===== src/rtl/mode_regs_defines.svh =====
// Offsets, field positions, codes and reset values of the mode registers
`ifndef MODE_REGS_DEFINES_SVH
`define MODE_REGS_DEFINES_SVH
`define ADDR_REFRESH_STATUS   8'h04
`define ADDR_MAKER_ID         8'h05
`define ADDR_REVISION_ONE     8'h06
`define ADDR_REVISION_TWO     8'h07
`define ADDR_GEOMETRY         8'h08
`define ADDR_VENDOR_TEST      8'h09
`define ADDR_IO_CALIBRATION   8'h0A
`define ADDR_TERMINATION      8'h0B
`define TUF_BIT               7
`define RATE_MSB              2
`define RATE_RESET            3'h3
`define RATE_LOW_LIMIT        3'h0
`define RATE_HIGH_LIMIT       3'h7
`define DEVICE_TYPE_S8        2'h3
`define DENSITY_4GB           4'h6
`define DENSITY_6GB           4'hE
`define DENSITY_8GB           4'h7
`define DENSITY_16GB          4'h8
`define DENSITY_32GB          4'h9
`define WIDTH_X32             2'h0
`define WIDTH_X16             2'h1
`define CAL_INIT_CODE         8'hFF
`define CAL_LONG_CODE         8'hAB
`define CAL_SHORT_CODE        8'h56
`define CAL_RESET_CODE        8'hC3
`define TERM_RESET            2'h0
`define PD_TERM_RESET         1'b0
`define TEST_RESET            8'h00
`define MAKER_ID_DEFAULT      8'h5A
`define REVISION_ONE_DEFAULT  8'h11
`define REVISION_TWO_DEFAULT  8'h22
`define ZQI_COMMAND_ADDRESS_SUPPLY_CODE        2'h1
`define ZQI_OK_CODE           2'h3
`endif


===== src/rtl/mode_regs_pkg.sv =====
// Types shared by the mode register bank
package mode_regs_pkg;
  typedef enum logic [2:0] {
    CAL_NONE_TYPE  = 3'h0,
    CAL_INIT_TYPE  = 3'h1,
    CAL_LONG_TYPE  = 3'h2,
    CAL_SHORT_TYPE = 3'h3,
    CAL_RESET_TYPE = 3'h4
  } cal_cmd_type;
  typedef enum logic [1:0] {
    TERM_OFF_TYPE     = 2'h0,
    TERM_QUARTER_TYPE = 2'h1,
    TERM_HALF_TYPE    = 2'h2,
    TERM_FULL_TYPE    = 2'h3
  } term_type;
endpackage


===== src/rtl/sync_two_ff.sv =====
// Two flip-flop synchroniser for pin-level inputs
module sync_two_ff #(
  parameter int               WIDTH       = 1,
  parameter logic [WIDTH-1:0] RESET_VALUE = '0
) (
  input  wire logic             core_clk,
  input  wire logic             reset,
  input  wire logic [WIDTH-1:0] async_in,
  output logic      [WIDTH-1:0] sync_out
);
  logic [WIDTH-1:0] stage_ff;

  always_ff @(posedge core_clk or posedge reset) begin
    if (reset) begin
      stage_ff <= RESET_VALUE;
      sync_out <= RESET_VALUE;
    end else begin
      stage_ff <= async_in;
      sync_out <= stage_ff;
    end
  end
endmodule


===== src/rtl/mode_regs.sv =====
// Temperature status, identity, geometry, calibration and termination regs
// Function
// - rate code bits 2:0; 000 low, 111 high
// - codes 001,010,011 mean 4x,2x,1x refresh
// - codes 100,101,110 mean 0.5x,0.25x,0.25x derate
// - update flag set when rate changes
// - reading status register clears update flag
// - update flag zero after power-up
// - rate bit 2 set only above 85C
// - address 05 returns read-only maker code
// - addresses 06 and 07 return revision codes
// - geometry: type 11, density code bits 5:2
// - geometry bits 7:6 give bus width
// - decode four calibration command codes
// - reserved calibration codes start nothing
// - calibration pin at supply starts no calibration
// - init calibration updates pin connection status
// - termination bits 1:0 select strength
// - termination bit 2 keeps power-down termination
// - reserved bits read back as zero
// - writes to read-only registers do nothing
`include "mode_regs_defines.svh"
module mode_regs
  import mode_regs_pkg::*;
#(
  parameter logic [7:0] MAKER_ID     = `MAKER_ID_DEFAULT, // Arbitrary value
  parameter logic [7:0] REVISION_ONE = `REVISION_ONE_DEFAULT, // Arbitrary
  parameter logic [7:0] REVISION_TWO = `REVISION_TWO_DEFAULT, // Arbitrary
  parameter logic [3:0] DENSITY      = `DENSITY_16GB,
  parameter logic [1:0] BUS_WIDTH    = `WIDTH_X32
) (
  input  wire logic                     core_clk,
  input  wire logic                     reset,
  input  wire logic                     mr_write,
  input  wire logic                     mr_read,
  input  wire logic [7:0]               mr_addr,
  input  wire logic [7:0]               mr_wdata,
  output logic      [7:0]               mr_rdata,
  output logic                          mr_rvalid,
  output logic                          mr_rhit,
  input  wire logic [2:0]               sensor_rate_pin,
  input  wire logic                     cal_pin_at_supply_pin,
  output mode_regs_pkg::cal_cmd_type    cal_cmd,
  output logic                          cal_start,
  output logic                          default_cal,
  output logic [1:0]                    cal_pin_status,
  output logic                          cal_pin_status_valid,
  output mode_regs_pkg::term_type       data_termination_setting,
  output logic                          powerdown_termination_control,
  output logic [7:0]                    vendor_test_mode,
  output logic                          over_85c
);
  import mode_regs_pkg::*;

  // ------------------------------------------------------------
  // Pin synchronisation
  // ------------------------------------------------------------
  logic [3:0] pins_sync;
  logic [2:0] rate_sync;
  logic       supply_sync;

  // The rate stages reset to the rate register's reset code; a zero there
  // would look like a rate change and raise the update flag after reset.
  sync_two_ff #(
    .WIDTH       (4),
    .RESET_VALUE ({1'b0, `RATE_RESET})
  ) u_pin_sync (
    .core_clk (core_clk),
    .reset    (reset),
    .async_in ({cal_pin_at_supply_pin, sensor_rate_pin}),
    .sync_out (pins_sync)
  );

  assign rate_sync   = pins_sync[2:0];
  assign supply_sync = pins_sync[3];

  // ------------------------------------------------------------
  // Refresh rate and update flag
  // ------------------------------------------------------------
  logic [2:0] rate_ff;
  logic       update_flag_ff;
  logic       nxt_update_flag;
  logic       rate_changed;
  logic       status_read;

  assign status_read  = mr_read && (mr_addr == `ADDR_REFRESH_STATUS);
  assign rate_changed = (rate_sync != rate_ff);

  // The sensor code is passed straight through; it carries the meaning
  // of each refresh multiplier, the controller acts on it.
  always_ff @(posedge core_clk or posedge reset) begin
    if (reset) begin
      rate_ff <= `RATE_RESET;
    end else begin
      rate_ff <= rate_sync;
    end
  end

  // A change in the same cycle as the read wins over the clear
  always_comb begin
    nxt_update_flag = update_flag_ff;
    if (status_read) begin
      nxt_update_flag = 1'b0;
    end
    if (rate_changed) begin
      nxt_update_flag = 1'b1;
    end
  end

  always_ff @(posedge core_clk or posedge reset) begin
    if (reset) begin
      update_flag_ff <= 1'b0;
    end else begin
      update_flag_ff <= nxt_update_flag;
    end
  end

  assign over_85c = rate_ff[`RATE_MSB];

  // ------------------------------------------------------------
  // Write-only registers
  // ------------------------------------------------------------
  logic [1:0] term_ff;
  logic       pd_term_ff;
  logic [7:0] test_ff;

  always_ff @(posedge core_clk or posedge reset) begin
    if (reset) begin
      term_ff    <= `TERM_RESET;
      pd_term_ff <= `PD_TERM_RESET;
    end else if (mr_write && mr_addr == `ADDR_TERMINATION) begin
      term_ff    <= mr_wdata[1:0];
      pd_term_ff <= mr_wdata[2];
    end
  end

  always_ff @(posedge core_clk or posedge reset) begin
    if (reset) begin
      test_ff <= `TEST_RESET;
    end else if (mr_write && mr_addr == `ADDR_VENDOR_TEST) begin
      test_ff <= mr_wdata;
    end
  end

  assign data_termination_setting      = term_type'(term_ff);
  assign powerdown_termination_control = pd_term_ff;
  assign vendor_test_mode              = test_ff;

  // ------------------------------------------------------------
  // Calibration command decode
  // ------------------------------------------------------------
  cal_cmd_type cal_decoded;
  cal_cmd_type cal_cmd_ff;
  logic        cal_start_ff;
  logic [1:0]  cal_status_ff;
  logic        cal_status_valid_ff;
  logic        cal_write;

  assign cal_write = mr_write && (mr_addr == `ADDR_IO_CALIBRATION);

  always_comb begin
    case (mr_wdata)
      `CAL_INIT_CODE:  cal_decoded = CAL_INIT_TYPE;
      `CAL_LONG_CODE:  cal_decoded = CAL_LONG_TYPE;
      `CAL_SHORT_CODE: cal_decoded = CAL_SHORT_TYPE;
      `CAL_RESET_CODE: cal_decoded = CAL_RESET_TYPE;
      default:         cal_decoded = CAL_NONE_TYPE;
    endcase
  end

  always_ff @(posedge core_clk or posedge reset) begin
    if (reset) begin
      cal_cmd_ff   <= CAL_NONE_TYPE;
      cal_start_ff <= 1'b0;
    end else begin
      cal_start_ff <= 1'b0;
      if (cal_write && cal_decoded != CAL_NONE_TYPE && !supply_sync) begin
        cal_cmd_ff   <= cal_decoded;
        cal_start_ff <= 1'b1;
      end
    end
  end

  // Status of the calibration pin, reported after an init command
  always_ff @(posedge core_clk or posedge reset) begin
    if (reset) begin
      cal_status_ff       <= 2'h0;
      cal_status_valid_ff <= 1'b0;
    end else if (cal_write && cal_decoded == CAL_INIT_TYPE) begin
      cal_status_ff       <= supply_sync ? `ZQI_COMMAND_ADDRESS_SUPPLY_CODE : `ZQI_OK_CODE;
      cal_status_valid_ff <= 1'b1;
    end
  end

  assign cal_cmd              = cal_cmd_ff;
  assign cal_start            = cal_start_ff;
  assign default_cal          = supply_sync;
  assign cal_pin_status       = cal_status_ff;
  assign cal_pin_status_valid = cal_status_valid_ff;

  // ------------------------------------------------------------
  // Read path
  // ------------------------------------------------------------
  logic [7:0] nxt_rdata;
  logic       nxt_rhit;
  logic [7:0] rdata_ff;
  logic       rvalid_ff;
  logic       rhit_ff;

  // Writes to read-only addresses fall through: nothing decodes them
  always_comb begin
    nxt_rdata = 8'h00;
    nxt_rhit  = 1'b1;
    case (mr_addr)
      `ADDR_REFRESH_STATUS: nxt_rdata = {update_flag_ff, 4'h0, rate_ff};
      `ADDR_MAKER_ID:       nxt_rdata = MAKER_ID;
      `ADDR_REVISION_ONE:   nxt_rdata = REVISION_ONE;
      `ADDR_REVISION_TWO:   nxt_rdata = REVISION_TWO;
      `ADDR_GEOMETRY: nxt_rdata = {BUS_WIDTH, DENSITY, `DEVICE_TYPE_S8};
      default:              nxt_rhit  = 1'b0;
    endcase
  end

  always_ff @(posedge core_clk or posedge reset) begin
    if (reset) begin
      rdata_ff  <= 8'h00;
      rvalid_ff <= 1'b0;
      rhit_ff   <= 1'b0;
    end else begin
      rvalid_ff <= mr_read;
      rhit_ff   <= mr_read && nxt_rhit;
      if (mr_read) begin
        rdata_ff <= nxt_rdata;
      end
    end
  end

  assign mr_rdata  = rdata_ff;
  assign mr_rvalid = rvalid_ff;
  assign mr_rhit   = rhit_ff;

  // ------------------------------------------------------------
  // Checks
  // ------------------------------------------------------------
  a_flag_on_change: assert property (@(posedge core_clk) disable iff (reset)
    rate_changed |=> update_flag_ff)
    else $error("update flag not set after rate change");

  a_flag_read_clear: assert property (@(posedge core_clk) disable iff (reset)
    status_read && !rate_changed |=> !update_flag_ff)
    else $error("update flag not cleared by status read");

  a_flag_holds_low: assert property (@(posedge core_clk) disable iff (reset)
    !update_flag_ff && !rate_changed |=> !update_flag_ff)
    else $error("update flag rose without a rate change");

  a_status_read_data: assert property (@(posedge core_clk) disable iff (reset)
    status_read |=> mr_rvalid && mr_rdata[6:3] == 4'h0
      && mr_rdata[2:0] == $past(rate_ff)
      && mr_rdata[7] == $past(update_flag_ff))
    else $error("status read data wrong");

  a_hot_indicator: assert property (@(posedge core_clk) disable iff (reset)
    over_85c == (rate_ff >= 3'h4))
    else $error("over 85C indicator disagrees with rate code");

  a_geometry_read: assert property (@(posedge core_clk) disable iff (reset)
    mr_read && mr_addr == `ADDR_GEOMETRY |=> mr_rdata[1:0] == 2'h3
      && mr_rdata[7:6] == BUS_WIDTH)
    else $error("geometry read data wrong");

  a_revision_read: assert property (@(posedge core_clk) disable iff (reset)
    mr_read && mr_addr == `ADDR_REVISION_TWO |=> mr_rdata == REVISION_TWO)
    else $error("revision two read data wrong");

  a_cal_reserved: assert property (@(posedge core_clk) disable iff (reset)
    cal_write && cal_decoded == CAL_NONE_TYPE |=> !cal_start)
    else $error("reserved calibration code started calibration");

  a_cal_supply: assert property (@(posedge core_clk) disable iff (reset)
    supply_sync && $past(supply_sync) |-> !cal_start)
    else $error("calibration started with pin at supply");

  a_cal_long: assert property (@(posedge core_clk) disable iff (reset)
    cal_write && mr_wdata == `CAL_LONG_CODE && !supply_sync
      |=> cal_start && cal_cmd == CAL_LONG_TYPE)
    else $error("long calibration not decoded");

  a_term_write: assert property (@(posedge core_clk) disable iff (reset)
    mr_write && mr_addr == `ADDR_TERMINATION
      |=> term_ff == $past(mr_wdata[1:0])
      && pd_term_ff == $past(mr_wdata[2]))
    else $error("termination write not taken");

  a_ro_write: assert property (@(posedge core_clk) disable iff (reset)
    mr_write && mr_addr == `ADDR_GEOMETRY
      |=> $stable(term_ff) && $stable(test_ff) && !cal_start)
    else $error("write to read-only register had an effect");

  a_test_write: assert property (@(posedge core_clk) disable iff (reset)
    mr_write && mr_addr == `ADDR_VENDOR_TEST
      |=> test_ff == $past(mr_wdata))
    else $error("test register write not taken");

  a_read_miss: assert property (@(posedge core_clk) disable iff (reset)
    mr_read && !nxt_rhit |=> mr_rdata == 8'h00 && !mr_rhit)
    else $error("unmapped read returned data or hit");

  a_rvalid_pulse: assert property (@(posedge core_clk) disable iff (reset)
    1'b1 |=> mr_rvalid == $past(mr_read))
    else $error("read valid does not follow read request");

  a_maker_read: assert property (@(posedge core_clk) disable iff (reset)
    mr_read && mr_addr == `ADDR_MAKER_ID |=> mr_rdata == MAKER_ID)
    else $error("maker code read data wrong");

  a_density_read: assert property (@(posedge core_clk) disable iff (reset)
    mr_read && mr_addr == `ADDR_GEOMETRY |=> mr_rdata[5:2] == DENSITY)
    else $error("density code read data wrong");

  a_cal_status: assert property (@(posedge core_clk) disable iff (reset)
    cal_write && cal_decoded == CAL_INIT_TYPE
      |=> cal_pin_status_valid)
    else $error("init calibration did not report pin status");

  a_term_hold: assert property (@(posedge core_clk) disable iff (reset)
    !(mr_write && mr_addr == `ADDR_TERMINATION)
      |=> $stable(term_ff) && $stable(pd_term_ff))
    else $error("termination changed without a write");

  a_rate_follow: assert property (@(posedge core_clk) disable iff (reset)
    1'b1 |=> rate_ff == $past(rate_sync))
    else $error("rate register does not follow the sensor");
endmodule


===== config.mk =====
export PLATFORM = sky130hd
export DESIGN_NAME = mode_regs
export DESIGN_NICKNAME = d
export VERILOG_FILES = /design/src/rtl/mode_regs_pkg.sv /design/src/rtl/sync_two_ff.sv /design/src/rtl/mode_regs.sv
export VERILOG_INCLUDE_DIRS = /design/src /design/src/rtl
export SDC_FILE = /design/constraint.sdc
export NUM_CORES = 1
export LEC_CHECK = 0
export BUFFER_PORTS_ARGS = -buffer_cell sky130_fd_sc_hd__buf_2
export CAP_MARGIN = 20
export CELL_PAD_IN_SITES_DETAIL_PLACEMENT = 1
export CELL_PAD_IN_SITES_GLOBAL_PLACEMENT = 2
export CORE_MARGIN = 2
export CORE_UTILIZATION = 31
export DETAILED_ROUTE_END_ITERATION = 8
export PLACE_DENSITY_LB_ADDON = 0.1
export REMOVE_ABC_BUFFERS = 1
export SLEW_MARGIN = 20
export SYNTH_ARGS = -nofsm -noshare
export SYNTH_HDL_FRONTEND = slang
export SYNTH_SLANG_ARGS = --single-unit

===== constraint.sdc =====
create_clock -name core_clk -period 2 [get_ports core_clk]
set_clock_uncertainty 0.2 [all_clocks]
set_input_delay 0 -clock core_clk [delete_from_list [all_inputs] [get_ports core_clk]]
set_output_delay 0 -clock core_clk [all_outputs]
set_load 0.005 [all_outputs]

==> flow_summary.rst <==
.. list-table::
   :header-rows: 1

   * - Metric
     - Value
   * - Result of the run
     - finished, violations left
   * - Violated checks
     - hold timing
   * - Overall via count from detail_route
     - about 1,400
   * - Headroom to the max-slew limit
     - about two thirds
   * - Number of standard-cell rows in the floorplan
     - 26
   * - Post-route antenna net violation count
     - 0
   * - CTS H-tree lvls
     - 2
   * - Cell with the largest stage delay on the worst path
     - dlygate4sd3_1
   * - Adder-cell share of the synthesized area
     - 0%
   * - Worst voltage drop across the vdd grid
     - between 0.0003 and 0.0004 V
   * - Largest net degree at the start of global routing
     - 39
   * - Post-synthesis instance total
     - 134
   * - LEAKAGE
     - 1.16 nW
   * - Number of flip-flops and latches in the synthesized netlist
     - 38
   * - Post-synth top flop
     - dfrtp_1
   * - Clock latency on the worst-skew pair
     - 0.29 ns
   * - Worst-margin pin slew
     - 0.478 ns
   * - Worst Hold Path EP
     - cal_start
   * - Global-route wire length before repair
     - a little over 7 mm
   * - Clock edge transition at the registers on the reported setup and hold paths
     - approximately 0.080 ns
   * - Final setup violating endpoints
     - 0
   * - End of the worst register-to-register path
     - mr_rdata[1]
   * - Number of failing hold endpoints at the final stage
     - 1
   * - DRC Markers
     - 0
   * - Number of different library cells in the post-synthesis netlist
     - 41
   * - Number of maximum-capacitance constraint violations
     - 0
   * - Synthesized-area fraction occupied by xor and xnor cells
     - 2.16%
   * - Total of warnings raised by yosys
     - 0
   * - Setup CP Type
     - input pin to flip-flop
   * - Number of violations reported at the end of detailed-routing iteration 0
     - 30
   * - Core area
     - 0.00507 sq mm
   * - Netlist area before placement
     - 0.00162 sq mm
   * - Congestion Overflow GR
     - 0
   * - Worst r2r path cells
     - 5
   * - Critical path, cell by cell
     - buf_2 > or4_4 > buf_4 > nor3b_2 > buf_4 > nand2_1 > a31oi_1 > dlygate4sd3_1
   * - Async S/R FF share, synth
     - 100%
   * - Number of detailed-routing iterations run before antenna repair
     - 4
   * - Post-synth top area cell
     - dfrtp_1
   * - Post-route standard cell area excluding fillers
     - 0.00235 sq mm
   * - Gr usage total
     - 15.3%
   * - GPL Wtd Cong
     - between 0.6 and 0.7
   * - CP Max Fanout
     - 5
   * - HPWL after detailed placement
     - 2.85 mm
   * - Multiplexer area fraction after synthesis
     - 8.96%
   * - Largest cells by area after synthesis
     - dfrtp_1 (49%), dfstp_2 (9.7%), mux2_2 (7.7%)
   * - Count of cells along the worst hold path
     - 4
   * - Avg Vias per Cell
     - 4.78
   * - Top cell types by occurrence after synthesis
     - dfrtp_1 (32), mux2_2 (11), inv_1 (9)
   * - Diodes inserted
     - 0
   * - Sequential cell area fraction in the yosys report
     - roughly 60%
   * - Share of the clock period used by the worst path after layout
     - between 90% and 100%
   * - Unrepaired setup endpoints after global routing
     - no
   * - Portion of synthesized cell area occupied by the leading cell type
     - between 40 and 50%
   * - CTS Root Cell
     - clkbuf_8
   * - Vertical die dimension
     - 76.3 um
   * - Shortest period the worst path allows
     - 1.89 ns
   * - Most instantiated library cell after synthesis
     - dfrtp_1
   * - Die extent in x
     - 76.3 um
   * - Compound-cell area share of the yosys netlist
     - 8.35%
   * - TritonCTS clock tree
     - built
   * - Post-layout net count
     - 239
   * - Reg2reg start
     - rate_ff[1]
   * - Post-DR wirelength/cell
     - 14.0 um
   * - Count of clock tree sinks
     - 38
   * - Number of global-route vias before repair
     - 1,509
   * - Class of the tightest hold or removal check
     - input pin to flip-flop
   * - Worst Hold Launch
     - mr_addr[6]
   * - Basic-gate share of the synthesized area counting and, or, nand and nor cells
     - 16.6%
   * - Total power per unit cell area
     - 745 mW/mm^2
   * - Post-place instance area
     - 0.00198 sq mm
   * - FF-to-FF setup slack
     - 0.13 ns
   * - Largest buffer count on any clock path
     - 2
   * - Number of hold buffers added after cts
     - 20
   * - Area of the die
     - 0.00582 sq mm
   * - Most repeated library cell on the critical path
     - buf_4
   * - Count of pins over their slew limit
     - 0
   * - Worst path arrival time
     - about 1.9 ns
   * - PortBufs
     - 53
   * - Highest cell delay on the worst timing path
     - 0.56 ns
   * - Growth of design area from synthesis to finish
     - 45.2%
   * - Kind of capture point of the worst setup path
     - flip-flop
   * - Drt total wl
     - 4.01 mm
   * - Total of fill cells in the finished design
     - 588
   * - Worst path required time
     - 2.03 ns
   * - Layout cells sized above 1
     - 43.5%
   * - Crit start category
     - input pin
   * - Total Neg Setup Slack
     - 0 ns
   * - Largest family of logic cells by synthesized area
     - simple AND/OR/NAND/NOR gates
   * - Antenna violations before repair
     - 0
   * - Synthesized area per cell
     - 12.1 sq um
   * - Number of enable flip-flop cells after synthesis
     - 0
   * - Count of boundary I/O pins
     - 54
   * - Highest clock frequency the design can meet
     - 529 MHz
   * - Hold WS
     - -0.108 ns
   * - Effective utilization at floorplan
     - 31.9%
   * - Number of buffers created by CTS
     - 5
metrics by stage:
step                      worst slack, ns  cells  utilization, %  power [W]
after global routing              0.00630    286            46.3    0.00184
after CTS                          0.0328    283            45.7    0.00179
final                               0.111    286            46.3    0.00175
after global placement             0.0636    255            39.0   0.000951
after floorplan                     0.152    127               -   0.000876
after detailed placement           0.0348    255            39.0   0.000958
sequential cells by signal (all words and copies together), names as in the netlist, 2 cells and up:
register and flops:
cal_cmd 3, u_pin_sync.sync_out 4, rate_ff 3, cal_pin_status 2, vendor_test_mode 8, u_pin_sync.stage_ff 4, data_termination_setting 2, mr_rdata 7
routing by layer:
layer  up-vias  global-route usage [%]  wire (um)
li1        647                       -          -
met1       672                    18.2       1750
met3         6                    5.45        235
met5         -                       0          0
met2        41                    25.6       1950
met4         0                    5.45         63
worst max-delay path: cells and delay by family:
kind	cells	cell delay, ns
compound gates	1	0.15
buf+inv	4	0.99
simple gates	3	0.79
layout make-up:
cell class	count	area (sq um)	share of cell area [%]
clock inverter	3	68.8	2.93
inverter	9	33.8	1.44
tap	70	87.6	3.73
timing repair buffer	81	538	22.9
clock buffer	5	68.8	2.93
sequential	38	958	40.8
multi-input combinational	80	596	25.3
power breakdown:
group          switching [W]  internal (W)  total, W
registers          0.0000147      0.000799  0.000814
logic              0.0000777     0.0000804  0.000158
clock network       0.000281      0.000500  0.000781
total               0.000373       0.00138   0.00175
cells by family (layout without fill, tap and decap cells):
kind of cell    Yosys count  in the layout
mux                      13             13
xor+xnor                  4              4
buf+inv                  16             98
flops                    38             38
compound gates           20             20
simple gates             43             43
placed cells by master, fill, tap and decap left out, types with 3 or more instances in the layout:
| master | netlist | final |
|---|---|---|
| and3_1 | 5 | 5 |
| buf_2 | 1 | 53 |
| buf_4 | 2 | 7 |
| clkbuf_8 | 0 | 5 |
| dfrtp_1 | 32 | 32 |
| dfstp_2 | 6 | 6 |
| dlygate4sd3_1 | 0 | 20 |
| inv_1 | 9 | 9 |
| mux2_2 | 11 | 11 |
| nand2_1 | 4 | 4 |
| nand2b_1 | 3 | 3 |
| nand3_1 | 5 | 5 |
| nor2_1 | 5 | 5 |
| nor4_1 | 4 | 4 |
| o21ai_0 | 5 | 5 |
| o22ai_1 | 3 | 3 |
| xor2_1 | 4 | 4 |
timing repair:
| item | CTS | global route |
|---|---|---|
| setup buffers | 0 | 3 |
| gates resized for setup | 0 | 2 |
| setup endpoints to repair | 0 | 1 |
| hold endpoints to repair | 65 | 1 |
worst max path at each step:
stage	start	endpoint	slack (ns)	cells past startpoint
floorplan	mr_addr[5]	cal_cmd[1]	0.15	4
global placement	mr_addr[5]	cal_cmd[1]	0.06	5
detailed placement	mr_addr[5]	cal_cmd[1]	0.03	5
CTS	rate_ff[1]	mr_rdata[1]	0.03	5
global route	rate_ff[1]	mr_rdata[1]	0.006	5
finish	mr_addr[5]	mr_rdata[1]	0.11	8
(Power assumes the default switching activity.)
